`src/hdl/haptic_cfg_pkg.sv`:
```
/*
  Constants for the haptic level configuration register bank: register
  offsets, reset values, the serial control port address and the state
  codes of the control-port receiver.
  Assumes a byte-wide register space reached over a two-wire serial port.
*/
package haptic_cfg_pkg;

  // ********************************************************************
  // Register map
  // ********************************************************************
  localparam int          NUM_REGS            = 6;
  localparam logic [7:0]  OFS_INPUT_FLOOR     = 8'h12;
  localparam logic [7:0]  OFS_INPUT_CEILING   = 8'h13;
  localparam logic [7:0]  OFS_DRIVE_FLOOR     = 8'h14;
  localparam logic [7:0]  OFS_DRIVE_CEILING   = 8'h15;
  localparam logic [7:0]  OFS_FULL_SCALE_REF  = 8'h16;
  localparam logic [7:0]  OFS_OVERDRIVE_LIMIT = 8'h17;
  localparam logic [7:0]  OFS_FIRST           = OFS_INPUT_FLOOR;

  // Index of each register inside the bank
  localparam int          IDX_INPUT_FLOOR     = 0;
  localparam int          IDX_INPUT_CEILING   = 1;
  localparam int          IDX_DRIVE_FLOOR     = 2;
  localparam int          IDX_DRIVE_CEILING   = 3;
  localparam int          IDX_FULL_SCALE_REF  = 4;
  localparam int          IDX_OVERDRIVE_LIMIT = 5;

  // Reset values, in bank order
  localparam logic [7:0]  RST_INPUT_FLOOR     = 8'h19;
  localparam logic [7:0]  RST_INPUT_CEILING   = 8'hff;
  localparam logic [7:0]  RST_DRIVE_FLOOR     = 8'h19;
  localparam logic [7:0]  RST_DRIVE_CEILING   = 8'hff;
  localparam logic [7:0]  RST_FULL_SCALE_REF  = 8'h3e;
  localparam logic [7:0]  RST_OVERDRIVE_LIMIT = 8'h8c;
  localparam logic [7:0]  RST_VALUES [NUM_REGS] = '{RST_INPUT_FLOOR, RST_INPUT_CEILING,
    RST_DRIVE_FLOOR, RST_DRIVE_CEILING, RST_FULL_SCALE_REF, RST_OVERDRIVE_LIMIT};

  // ********************************************************************
  // Serial control port
  // ********************************************************************
  localparam logic [6:0]  DEV_ADDR_DEFAULT    = 7'h2a;  // Arbitrary value
  localparam logic [7:0]  UNMAPPED_READ       = 8'h00;
  localparam logic [3:0]  BITS_PER_BYTE       = 4'h8;

  typedef enum logic [3:0] {
    ST_IDLE       = 4'b0000,
    ST_ADDR       = 4'b0001,
    ST_ADDR_ACK   = 4'b0010,
    ST_PTR        = 4'b0011,
    ST_PTR_ACK    = 4'b0100,
    ST_WDATA      = 4'b0101,
    ST_WDATA_ACK  = 4'b0110,
    ST_RDATA      = 4'b0111,
    ST_RACK       = 4'b1000
  } port_state_t;

endpackage

```
`src/hdl/haptic_level_config_regs.sv`:
```
/*
  Haptic level configuration register bank with its two-wire serial
  control port, the audio-to-haptic level window and the drive limiter.
  Assumes SCL/SDA come from pins (synchronised here), SDA is open drain
  and resolved outside, and the engine inputs share CORE_CLK_I.
*/
// Functional notes
// - Input floor at 0x12, reset 0x19; inputs below floor are ignored.
// - Input floor code scales as code times 1.8 V over 255 peak-to-peak.
// - Input ceiling at 0x13, reset 0xff, full-scale input with same scaling.
// - Drive floor at 0x14, reset 0x19, minimum drive as code over 255.
// - Drive ceiling at 0x15, reset 0xff, maximum drive as code over 255.
// - Full-scale reference at 0x16, reset 0x3e, used in closed loop.
// - Open loop ignores the full-scale reference; overdrive limit replaces it.
// - Closed loop exceeds the reference only during overdrive or braking.
// - Overdrive limit at 0x17, reset 0x8c, bounds automatic overdrive.
// - Open loop uses the overdrive limit as full-scale reference.
`timescale 1ns/100ps
`default_nettype none

module haptic_level_config_regs
  import haptic_cfg_pkg::*;
#(
  parameter logic [6:0] DEV_ADDR = DEV_ADDR_DEFAULT
) (
  // Clock and reset
  input  wire logic       CORE_CLK_I,
  input  wire logic       RST_I,
  // Serial control port pins
  input  wire logic       SCL_I,
  input  wire logic       SDA_I,
  output logic            SDA_O,
  output logic            SDA_OE_O,
  // Audio-to-haptic path
  input  wire logic [7:0] INPUT_LEVEL_I,
  output logic            INPUT_ACTIVE_O,
  output logic [7:0]      AUDIO_DRIVE_O,
  // Drive engine limiter
  input  wire logic       OPEN_LOOP_I,
  input  wire logic       OVERDRIVE_I,
  input  wire logic       BRAKE_I,
  input  wire logic [7:0] DRIVE_REQ_I,
  output logic [7:0]      FULL_SCALE_REF_O,
  output logic [7:0]      DRIVE_LIMITED_O
);

  logic [7:0]  cfg_r [NUM_REGS];
  logic [2:0]  scl_sync_r, sda_sync_r;
  logic        scl_rise, scl_fall, start_det, stop_det;
  port_state_t state_r;
  logic [3:0]  bit_cnt_r;
  logic [7:0]  shift_r, tx_r, ptr_r, rd_byte;
  logic        rw_r, nack_r, wr_stb_r;
  logic [7:0]  wr_addr_r, wr_data_r, drive_cap;
  // Maps a byte offset to its bank contents; offsets below the bank wrap
  // to large indices, so one compare also rejects them
  function automatic logic [7:0] reg_read(input logic [7:0] ofs);
    logic [7:0] idx;
    idx = ofs - OFS_FIRST;
    reg_read = (idx < 8'(NUM_REGS)) ? cfg_r[idx[2:0]] : UNMAPPED_READ;
  endfunction

  // ********************************************************************
  // Serial port: synchronisers, receiver and transmitter
  // ********************************************************************
  // Stage 0 is read only by stage 1; edges are seen between stages 1 and 2
  always_ff @(posedge CORE_CLK_I) begin
    if (RST_I) begin
      scl_sync_r <= 3'h7;
      sda_sync_r <= 3'h7;
    end else begin
      scl_sync_r <= {scl_sync_r[1:0], SCL_I};
      sda_sync_r <= {sda_sync_r[1:0], SDA_I};
    end
  end

  assign scl_rise  = scl_sync_r[1] & ~scl_sync_r[2];
  assign scl_fall  = ~scl_sync_r[1] & scl_sync_r[2];
  assign start_det = scl_sync_r[1] & scl_sync_r[2] & ~sda_sync_r[1] & sda_sync_r[2];
  assign stop_det  = scl_sync_r[1] & scl_sync_r[2] & sda_sync_r[1] & ~sda_sync_r[2];
  assign rd_byte   = reg_read(ptr_r);
  // Data is sampled on SCL rise and SDA is changed on SCL fall, so the
  // two-cycle synchroniser delay stays well inside the SCL low time
  always_ff @(posedge CORE_CLK_I) begin
    if (RST_I) begin
      state_r   <= ST_IDLE;
      bit_cnt_r <= 4'h0;
      shift_r   <= 8'h00;
      tx_r      <= 8'h00;
      ptr_r     <= 8'h00;
      rw_r      <= 1'b0;
      nack_r    <= 1'b0;
      SDA_OE_O  <= 1'b0;
      wr_stb_r  <= 1'b0;
      wr_addr_r <= 8'h00;
      wr_data_r <= 8'h00;
    end else begin
      wr_stb_r <= 1'b0;
      if (start_det) begin
        state_r   <= ST_ADDR;
        bit_cnt_r <= 4'h0;
        SDA_OE_O  <= 1'b0;
      end else if (stop_det) begin
        state_r  <= ST_IDLE;
        SDA_OE_O <= 1'b0;
      end else if (scl_rise) begin
        case (state_r)
          ST_ADDR, ST_PTR, ST_WDATA: begin
            shift_r   <= {shift_r[6:0], sda_sync_r[1]};
            bit_cnt_r <= bit_cnt_r + 4'h1;
          end
          ST_RDATA: bit_cnt_r <= bit_cnt_r + 4'h1;
          ST_RACK:  nack_r    <= sda_sync_r[1];
          default:  nack_r    <= nack_r;
        endcase
      end else if (scl_fall) begin
        case (state_r)
          ST_ADDR: begin
            if (bit_cnt_r == BITS_PER_BYTE && shift_r[7:1] == DEV_ADDR) begin
              rw_r     <= shift_r[0];
              SDA_OE_O <= 1'b1;
              state_r  <= ST_ADDR_ACK;
            end else if (bit_cnt_r == BITS_PER_BYTE) begin
              state_r <= ST_IDLE;  // Foreign address: silent until next START
            end
          end
          ST_ADDR_ACK: begin
            bit_cnt_r <= 4'h0;
            if (rw_r) begin
              tx_r     <= rd_byte;
              SDA_OE_O <= ~rd_byte[7];
              state_r  <= ST_RDATA;
            end else begin
              SDA_OE_O <= 1'b0;
              state_r  <= ST_PTR;
            end
          end
          ST_PTR: begin
            if (bit_cnt_r == BITS_PER_BYTE) begin
              ptr_r    <= shift_r;
              SDA_OE_O <= 1'b1;
              state_r  <= ST_PTR_ACK;
            end
          end
          ST_WDATA: begin
            if (bit_cnt_r == BITS_PER_BYTE) begin
              wr_stb_r  <= 1'b1;
              wr_addr_r <= ptr_r;
              wr_data_r <= shift_r;
              ptr_r     <= ptr_r + 8'h01;
              SDA_OE_O  <= 1'b1;
              state_r   <= ST_WDATA_ACK;
            end
          end
          ST_PTR_ACK, ST_WDATA_ACK: begin
            bit_cnt_r <= 4'h0;
            SDA_OE_O  <= 1'b0;
            state_r   <= ST_WDATA;
          end
          ST_RDATA: begin
            if (bit_cnt_r == BITS_PER_BYTE) begin
              SDA_OE_O <= 1'b0;
              ptr_r    <= ptr_r + 8'h01;
              state_r  <= ST_RACK;
            end else begin
              tx_r     <= {tx_r[6:0], 1'b0};
              SDA_OE_O <= ~tx_r[6];
            end
          end
          ST_RACK: begin
            // A master NACK ends the burst; an ACK streams the next byte
            if (nack_r) begin
              state_r <= ST_IDLE;
            end else begin
              bit_cnt_r <= 4'h0;
              tx_r      <= rd_byte;
              SDA_OE_O  <= ~rd_byte[7];
              state_r   <= ST_RDATA;
            end
          end
          default: state_r <= ST_IDLE;
        endcase
      end
    end
  end
  // Open-drain data pin only ever pulls low
  always_ff @(posedge CORE_CLK_I) begin
    SDA_O <= 1'b0;
  end
  // ********************************************************************
  // Register bank
  // ********************************************************************
  // One flop group per register; unmapped offsets drop the write
  for (genvar g = 0; g < NUM_REGS; g++) begin : g_reg
    always_ff @(posedge CORE_CLK_I) begin
      if (RST_I) begin
        cfg_r[g] <= RST_VALUES[g];
      end else if (wr_stb_r && wr_addr_r == OFS_FIRST + 8'(g)) begin
        cfg_r[g] <= wr_data_r;
      end
    end
  end

  // ********************************************************************
  // Audio-to-haptic window
  // ********************************************************************
  // Input and floor/ceiling codes share one 1.8 V/255 scale, so a plain
  // code compare is exact; no analog conversion is needed here
  always_ff @(posedge CORE_CLK_I) begin
    if (RST_I) begin
      INPUT_ACTIVE_O <= 1'b0;
      AUDIO_DRIVE_O  <= 8'h00;
    end else if (INPUT_LEVEL_I < cfg_r[IDX_INPUT_FLOOR]) begin
      INPUT_ACTIVE_O <= 1'b0;
      AUDIO_DRIVE_O  <= 8'h00;
    end else begin
      INPUT_ACTIVE_O <= 1'b1;
      if (INPUT_LEVEL_I >= cfg_r[IDX_INPUT_CEILING]) begin
        AUDIO_DRIVE_O <= cfg_r[IDX_DRIVE_CEILING];
      end else if (INPUT_LEVEL_I < cfg_r[IDX_DRIVE_FLOOR]) begin
        AUDIO_DRIVE_O <= cfg_r[IDX_DRIVE_FLOOR];
      end else if (INPUT_LEVEL_I > cfg_r[IDX_DRIVE_CEILING]) begin
        AUDIO_DRIVE_O <= cfg_r[IDX_DRIVE_CEILING];
      end else begin
        AUDIO_DRIVE_O <= INPUT_LEVEL_I;
      end
    end
  end
  // ********************************************************************
  // Drive limiter
  // ********************************************************************
  // Closed loop may rise to the overdrive limit only while overdriving or
  // braking; otherwise the full-scale reference caps the request
  assign drive_cap = (OPEN_LOOP_I || OVERDRIVE_I || BRAKE_I)
                   ? cfg_r[IDX_OVERDRIVE_LIMIT]
                   : cfg_r[IDX_FULL_SCALE_REF];
  // Both limiter outputs are registered, one cycle behind their inputs
  always_ff @(posedge CORE_CLK_I) begin
    if (RST_I) begin
      FULL_SCALE_REF_O <= 8'h00;
      DRIVE_LIMITED_O  <= 8'h00;
    end else begin
      FULL_SCALE_REF_O <= OPEN_LOOP_I ? cfg_r[IDX_OVERDRIVE_LIMIT]
                                      : cfg_r[IDX_FULL_SCALE_REF];
      DRIVE_LIMITED_O  <= (DRIVE_REQ_I > drive_cap) ? drive_cap : DRIVE_REQ_I;
    end
  end
endmodule
`default_nettype wire

```
`config.mk`:
```
export PLATFORM = sky130hd
export DESIGN_NAME = haptic_level_config_regs
export DESIGN_NICKNAME = d
export VERILOG_FILES = /design/src/hdl/haptic_cfg_pkg.sv /design/src/hdl/haptic_level_config_regs.sv
export SDC_FILE = /design/constraint.sdc
export NUM_CORES = 1
export LEC_CHECK = 0
export ABC_AREA = 1
export BUFFER_PORTS_ARGS = -buffer_cell sky130_fd_sc_hd__buf_4
export CELL_PAD_IN_SITES_DETAIL_PLACEMENT = 1
export CELL_PAD_IN_SITES_GLOBAL_PLACEMENT = 1
export CORE_UTILIZATION = 30
export DETAILED_ROUTE_END_ITERATION = 7
export HOLD_SLACK_MARGIN = 0.06
export PLACE_DENSITY_LB_ADDON = 0.1
export SLEW_MARGIN = 20
export SYNTH_ARGS = -nofsm -noshare
export SYNTH_HDL_FRONTEND = slang
export SYNTH_SLANG_ARGS = --single-unit
export TNS_END_PERCENT = 1
```
`constraint.sdc`:
```
create_clock -name CORE_CLK_I -period 3.27 [get_ports CORE_CLK_I]
set_input_delay 0.1635 -clock CORE_CLK_I [delete_from_list [all_inputs] [get_ports CORE_CLK_I]]
set_output_delay 0.1635 -clock CORE_CLK_I [all_outputs]
set_load 0.02 [all_outputs]
```
# Word-level counts from Yosys, hierarchy flattened
# Memories as Yosys holds them, arrays and structs flattened.
# Index checks and enable logic that the tools add are counted.
# totals
register_bits	82
ramBits	48
input_bits	23
out_inout_bits	27
memories	1
# classes
add_sub_neg	3
magnitude_cmp	6
n_eq_ne	33
muxes	65
bitwise_logic	24
n_reduce_logical	35
# memory_table
name	words	word_bits	rd	rd_ports_with_merged_regs	write_ports	line_no	source
cfg_r	6	8	7	0	6	haptic_level_config_regs.sv:47	logic [7:0] cfg_r [NUM_REGS];
# op_table
cell	count
8-bit 2-to-1 mux	15
8-bit by 5-bit == test with 1-bit output, second input constant	6
4-bit 2-to-1 mux	9
1-bit 2-to-1 mux	31
6-bit AND reduction	5
4-bit one-hot mux with 7 select lines	1
7-bit 2-to-1 mux	3
7-bit one-hot mux with 3 select lines	1
4-bit by 3-bit == test with 1-bit output, second input constant	4
8-bit greater-than comparator	2
8-bit less-than comparator	2
2-bit inequality test, second input constant	8
8-bit one-hot mux with 2 select lines	1
4-bit inequality test, second input constant	3
1-bit inverter	11
2-bit OR reduction	5
3-bit nonzero test	3
3-bit OR reduction	3
8-bit by 1-bit adder with 8-bit output, second input constant	1
4-bit by 2-bit == test with 1-bit output, second input constant	2
4-bit == test, second input constant	2
8-bit greater-or-equal comparator	1
8-bit by 3-bit less-than comparator with 1-bit output, second input constant	1
4-bit one-hot mux with 2 select lines	1
22 further kinds	45

# Longest topological paths before layout
# Gate-level depths: netlist of run 1.
# depth
depth_word	8
ltp_mapped	15
ltp_nobuf	15

# Least setup slack after synthesis of run 1
# No wires, ideal clock.
# synth_timing
path_kind	input to register
from	input OPEN_LOOP_I
to	register DRIVE_LIMITED_O[6]
setup_ps	113
arrival_time_ps	1938
required_ps	3157
path_slack_ps	1219
stages	14
cell_sequence	inv_2 nand2_1 buf_2 o21ai_0 inv_1 ha_1 nand2_1 nor2_1 nand3_1 o22ai_2 buf_2 nand2_1 nand2_1 nor2_1
# synth_via
elab_chain_len	5
# synth_rtl
element	line_no	source
start: declaration	haptic_level_config_regs.sv:39	input wire logic OPEN_LOOP_I,
1-bit logical OR (*) (2 in a row)	haptic_level_config_regs.sv:234	assign drive_cap = (OPEN_LOOP_I || OVERDRIVE_I || BRAKE_I)
8-bit 2-to-1 mux (*)	haptic_level_config_regs.sv:235	? cfg_r[IDX_OVERDRIVE_LIMIT]
8-bit greater-than comparator	haptic_level_config_regs.sv:245	DRIVE_LIMITED_O <= (DRIVE_REQ_I > drive_cap) ? drive_cap : DRIVE_REQ_I;
8-bit 2-to-1 mux (*)	haptic_level_config_regs.sv:245	
end signal: assignment	haptic_level_config_regs.sv:245	
end: declaration	haptic_level_config_regs.sv:44	output logic [7:0] DRIVE_LIMITED_O
# Mark *: on every way between the ends. The rest lies on a longest branch, timed or not.
# A chain may end at the register's enable or synchronous reset.

# Worst setup path in the final report of run 1
# layout_timing
from	input OPEN_LOOP_I
to	register DRIVE_LIMITED_O[0]
# Same word-level chain as after synthesis.

==> results of run 1 <==
-- cells in the final DEF (no fill, tap or decap), types with 9 or more instances in the layout --
cell type	instances
dlygate4sd3_1	10
edfxtp_1	48
o21ai_1	10
clkbuf_16	17
nand2_2	9
a21oi_1	89
buf_4	56
a21oi_2	14
inv_1	135
nor2_1	84
ha_1	43
dfxtp_1	82
o21ai_0	76
nand3_1	35
nand2_1	199
-- sequential cells by signal, indices dropped and copies added (netlist names) --
signal,count
AUDIO_DRIVE_O,8
DRIVE_LIMITED_O,8
FULL_SCALE_REF_O,8
INPUT_ACTIVE_O,1
SDA_OE_O,1
bit_cnt_r,4
cfg_r,48
nack_r,1
ptr_r,8
rw_r,1
scl_sync_r,3
sda_sync_r,3
shift_r,8
state_r,4
tx_r,7
wr_addr_r,8
wr_data_r,8
wr_stb_r,1
-- synthesized netlist by cell type (all sizes together), types with 4 or more instances --
cell / n / area share
clkbuf: 11 / 0.0058
inv: 144 / 0.077
or2: 4 / 0.0035
o21ai: 87 / 0.061
nor2: 93 / 0.055
buf: 16 / 0.017
ha: 43 / 0.075
a21oi: 104 / 0.082
nand2: 213 / 0.12
nor3: 5 / 0.0042
edfxtp: 48 / 0.20
a31oi: 5 / 0.0044
nand4: 6 / 0.0073
nand3: 38 / 0.030
dfxtp: 82 / 0.23
-- kinds of logic (layout without fill, tap and decap cells) --
logic type / Yosys count / count (layout) / synth area share
mux: 1 / 1 / 0.00157
flops: 130 / 130 / 0.430
buf+inv: 171 / 242 / 0.0997
other cells: 1 / 1 / 0.000524
compound gates: 208 / 208 / 0.161
fa+ha+maj: 43 / 43 / 0.0751
xor+xnor: 3 / 3 / 0.00367
simple gates: 365 / 365 / 0.228
-- through the flow --
step	total power [W]	setup slack [ns]	hold WS (ns)
after floorplan	0.00197	1.22	0.258
after global placement	0.00209	0.680	0.349
after detailed placement	0.00210	0.602	0.351
after CTS	0.00394	0.467	0.0805
after global routing	0.00406	0.212	0.143
final	0.00389	0.464	0.101
-- layer usage --
| metal | up-vias | GRT usage |
|---|---|---|
| met1 | 2782 | 0.233 |
| li1 | 3124 | - |
| met4 | 0 | 0.0551 |
| met3 | 16 | 0.0288 |
| met2 | 72 | 0.306 |
| met5 | - | 0 |
-- how the worst max path moves through the flow --
stage / startpoint / end / slack, ns
final: OPEN_LOOP_I / DRIVE_LIMITED_O[0] / 0.46
after global routing: OPEN_LOOP_I / DRIVE_LIMITED_O[7] / 0.21
after CTS: OPEN_LOOP_I / DRIVE_LIMITED_O[7] / 0.47
after detailed placement: OPEN_LOOP_I / DRIVE_LIMITED_O[7] / 0.60
after global placement: OPEN_LOOP_I / DRIVE_LIMITED_O[0] / 0.68
after floorplan: OPEN_LOOP_I / DRIVE_LIMITED_O[6] / 1.22
-- area by class of cell --
class	count	area [sq um]	area share
clock inverter	13	113	0.0133
clock buffer	19	443	0.0523
tap	319	399	0.0471
multi-input combinational	621	3370	0.397
sequential	130	3080	0.364
inverter	144	548	0.0647
timing repair buffer	66	520	0.0614
-- worst max-delay path, stage by stage --
cell	delay (ns)
dlygate4sd3_1	0.54
buf_4	0.16
inv_2	0.14
nand2_1	0.32
o21ai_0	0.36
inv_1	0.08
ha_1	0.29
inv_1	0.06
nor2_1	0.04
o21bai_1	0.13
a21boi_0	0.12
o22ai_2	0.32
buf_4	0.24
nand2_1	0.06
nand2_1	0.05
nor2_1	0.04
-- power by group through the flow --
stage	combinational, W	clock (W)	sequential, W
3_3_place_gp	0.000326	0	0.00177
6_report	0.000333	0.00183	0.00173
2_1_floorplan	0.000176	0	0.00179
5_1_grt	0.000380	0.00194	0.00173
4_1_cts	0.000340	0.00187	0.00173
3_5_place_dp	0.000329	0	0.00177
==> impl_metrics.yaml, run 1 <==
floorplan:
  die_area_sq_um: 24500
  die_x_um: 157
  core_area_sq_um: 23500
  die_h_um: 157
  rows: 56
  io_pins: 50
  start_util: 0.305
power:
  p_int_w: 0.00290
  power_frac_comb: 0.086
  power.switching_w: 0.000987
  clock_power_share: 0.469
  leakagePower_nw: 3.79
  ir_worst_vdd_mv: 0.248
  power_density_nw_per_um2: 459
  switching_share: 0.254
  pwr-share-seq: 0.445
sta:
  finalHoldViolations: 0
  skew_ns: 0.0106
  post-route-period-util: 0.858
  setup_viol: 0
  slew_violations: 0
  fmax_mhz: 356
  finalSetupTns_ns: 0
  period_needed_ns: 2.81
  worst_pin_slew_ns: 0.647
  slew_headroom: 0.569
  rsz0062_at_grt: "no"
detailed_routing:
  drt_wl_total_mm: 20.8
  route.met3.wl_um: 436
  vias_per_cell: 4.57
  detail-route-antenna-nets: 0
  top_layer_used: "met4"
  drtPass1Iterations: 4
  drc: 0
  wl_per_cell_um: 15.8
  vias: 5994
  wl_met1_mm: 10.2
  drtIter0Drc: 226
  wl_met2_mm: 9.84
placed_design:
  io_buffer_count: 48
  place_inst: 1270
  hpwl_mm: 15.9
  placed_area_sq_um: 7820
  gp_congestion: 0.799
global_route:
  antenna_found_initial: 0
  grt_pass1_vias: 6062
  grt_pass1_wl_mm: 33.2
  grt_overflow_total: 0
  track_usage: 0.180
  grt_max_degree: 27
critical_path:
  cp.arrival_ns: 3.13
  reg2reg_depth: 10
  rr_startpoint: "ptr_r[2]"
  crit_fanout: 15
  critPathRequiredTime_ns: 3.59
  cp-end-kind: "flop"
  start_kind: "input pin"
  r2r-end: "tx_r[6]"
  crit_type: "in -> reg"
  r2r_setup_slack_ns: 0.91
finish:
  stdcell_count: 1312
  fin_area_sq_um: 8470
  antenna_cells: 0
  area_growth_pct: 18.3
  final_util: 0.361
  fin_nets: 1046
  fill_cells: 2888
  drive_gt1_frac: 0.149
min_path:
  hold_end: "DRIVE_LIMITED_O[0]"
  hp-class: "in -> reg"
  min-delay-start: "DRIVE_REQ_I[0]"
  min_path_cells: 5
clock_tree:
  numCtsBuffers: 17
  clkTransAtPathRegs_ns: 0.06
  cts_resized: 0
  clock_path_buffers: 2
  cts-htree-levels: 4
  cts_root_buffer: "clkbuf_16"
  clk_latency_ns: 0.42
  cts_tree: "built"
  cts_hold_buf: 10
  clock_sinks: 130
  post-cts-setup-buffer-count: 0
synth:
  synth_seq_cells: 130
  ys_warn_count: 0
  synth_edf_count: 48
  syn-cell-area_sq_um: 7160
  synth_flop_cell: "dfxtp_1"
  netlist_instances: 922
  synth_cell_type_count: 49
  async_flop_share: 0
  ys_seq_area_frac: 0.430
  avgSynthCellArea_sq_um: 7.77
  syn-num-nets: 988
job:
  drv_cap: 0
run_status:
  status: "complete, no violations"
No activity file was read; power rests on OpenSTA's default activity.
==> run 2, diff against run 1 <==
==> constraint.sdc (replaced) <==
create_clock -name CORE_CLK_I -period 2.6 [get_ports CORE_CLK_I]
set_input_delay 0.13 -clock CORE_CLK_I [delete_from_list [all_inputs] [get_ports CORE_CLK_I]]
set_output_delay 0.13 -clock CORE_CLK_I [all_outputs]
set_load 0.02 [all_outputs]
==> run 2 against run 1 <==
Sequential share of layout area shrank 0.23 points. Sequential power increased by 26%. Design area is 0.65% higher. Non-clock buffer count is 3 higher. Critical path type is now reg -> reg. Worst hold slack got worse by 0.021 ns.
==> impl_metrics.yaml, run 2 (same netlist as run 1, synthesis figures left out) <==
critical_path:
  cp-end-kind: "flop"
  crit_slowest_cell: "o22ai_2"
  crit_fanout: 16
  critPathRequiredTime_ns: 2.92
  crit_type: "reg -> reg"
  cp_top_family: "compound AO/OA/AOI/OAI gates"
  cpPeakStageDelay_ns: 0.54
  crit_path_cell_trace: "inv_1 -> o21ai_0 -> inv_1 -> ha_1 -> inv_1 -> nor2_1 -> o21bai_1 -> a21boi_0 -> o22ai_2 -> nand2_1 -> nand2_1 -> nor2_1"
  crit_top_cell: "inv_1"
  cp.arrival_ns: 2.55
  start_kind: "flop"
  critPathBufInv: 3
global_route:
  gr-usage-met1: 0.237
  antenna_found_initial: 0
  grt_overflow_total: 0
  top_usage_layer: "met2"
  grt_pass1_wl_mm: 33.4
  track_usage: 0.181
  grtUsageMet2: 0.298
  grt_max_degree: 31
  grt_pass1_vias: 6121
  grt_use_met3: 0.0341
sta:
  rsz0062_at_grt: "no"
  fin_ws_ns: 0.377
  period_needed_ns: 2.22
  setup_viol: 0
  finalHoldViolations: 0
  worst_pin_slew_ns: 0.703
  hold-worst-slack_ns: 0.0797
  slew_headroom: 0.531
  skew_ns: 0.0157
  fmax_mhz: 450
  slew_violations: 0
  post-route-period-util: 0.855
  finalSetupTns_ns: 0
finish:
  drive_gt1_frac: 0.150
  largest_register: "cfg_r"
  area_growth_pct: 19.0
  largest_reg_flops: 48
  final_util: 0.363
  layout_commonest_cell: "nand2_1"
  fin_nets: 1049
  antenna_cells: 0
  layout_common_cells: "199 x nand2_1, 135 x inv_1, 89 x a21oi_1, 84 x nor2_1, 82 x dfxtp_1"
  fill_cells: 2854
power:
  power.switching_w: 0.00126
  pwr-share-seq: 0.435
  power_frac_comb: 0.084
  power.total_w: 0.00500
  switching_share: 0.253
  ir_worst_vdd_mv: 0.323
  leakagePower_nw: 3.81
  clock_power_share: 0.481
  power_density_nw_per_um2: 586
  p_int_w: 0.00373
clock_tree:
  cts_resized: 0
  clock_path_buffers: 2
  cts_root_buffer: "clkbuf_16"
  numCtsBuffers: 17
  cts_tree: "built"
  clk_latency_ns: 0.43
  clock_sinks: 130
  clkTransAtPathRegs_ns: 0.06
  cts-htree-levels: 4
placed_design:
  gp_congestion: 0.775
  io_buffer_count: 48
  dpl_worst_slack_ns: -0.0131
  hpwl_mm: 15.7
detailed_routing:
  wl_per_cell_um: 15.7
  vias: 6052
  detail-route-antenna-nets: 0
  drc: 0
  vias_per_cell: 4.60
  drtIter0Drc: 223
  drtPass1Iterations: 4
  drt_wl_total_mm: 20.6
floorplan:
  die_h_um: 157
  die_area_sq_um: 24500
  rows: 56
  core_area_sq_um: 23500
  start_util: 0.305
  io_pins: 50
  die_x_um: 157
min_path:
  hp-class: "in -> reg"
job:
  drv_cap: 0
run_status:
  status: "complete, no violations"
[run 2: changes by cell type in the layout (fill, tap and decap cells not counted), sizes merged]
cell,change
dlygate4sd3,+2
clkinvlp,-1
bufinv,+1
buf,+1
inv,+2
clkbuf,-2
[run 2: layer usage]
metal	vias up	wire [um]
li1	3129	-
met1	2826	10100
met2	87	9590
met3	10	634
met4	0	246
met5	-	0
[run 2: worst register-to-register path: cells and delay by family (launching register included)]
family                     cells  cell delay (ns)
AOI/OAI and AO/OA              4             0.99
DFF                            1             0.38
adders and majority gates      1             0.29
and+or+nand+nor                4             0.26
buffers and inverters          3             0.20
[run 2: timing repair]
item,CTS,global route
endpoints found under the hold margin,14,0
buffers inserted,0,0
endpoints found under the setup margin,0,0
hold buffers,12,0
[run 2: path summary, 6_finish.rpt]
| kind | to | startpoint | cells after the start | slack [ns] |
|---|---|---|---|---|
| setup reg to reg | DRIVE_LIMITED_O[0] | cfg_r[4][1] | 12 | 0.38 |
| setup / recovery | DRIVE_LIMITED_O[0] | cfg_r[4][1] | 12 | 0.38 |
| hold reg to reg | scl_sync_r[1] | scl_sync_r[0] | 1 | 0.41 |
| hold / removal | tx_r[0] | RST_I | 2 | 0.08 |
[run 2: area by class of cell]
cell class,count,area (sq um),area share
Tap cell,319,399,0.0468
Clock buffer,17,425,0.0499
Timing Repair Buffer,69,548,0.0643
Inverter,144,548,0.0643
Multi-Input combinational cell,621,3370,0.395
Clock inverter,15,158,0.0185
Sequential cell,130,3080,0.362
[run 2: per-stage QoR]
stage                     cells  instance area (sq um)
after floorplan             922                   7160
final                      1315                   8530
after global placement     1271                   7820
after global routing       1315                   8530
after CTS                  1315                   8530
after detailed placement   1271                   7820
[run 2: power groups by stage]
stage               Combinational, W  Sequential (W)  Clock, W
finish                      0.000420         0.00218   0.00240
global route                0.000479         0.00218   0.00255
CTS                         0.000428         0.00218   0.00246
detailed placement          0.000412         0.00222         0
global placement            0.000408         0.00222         0
floorplan                   0.000221         0.00225         0
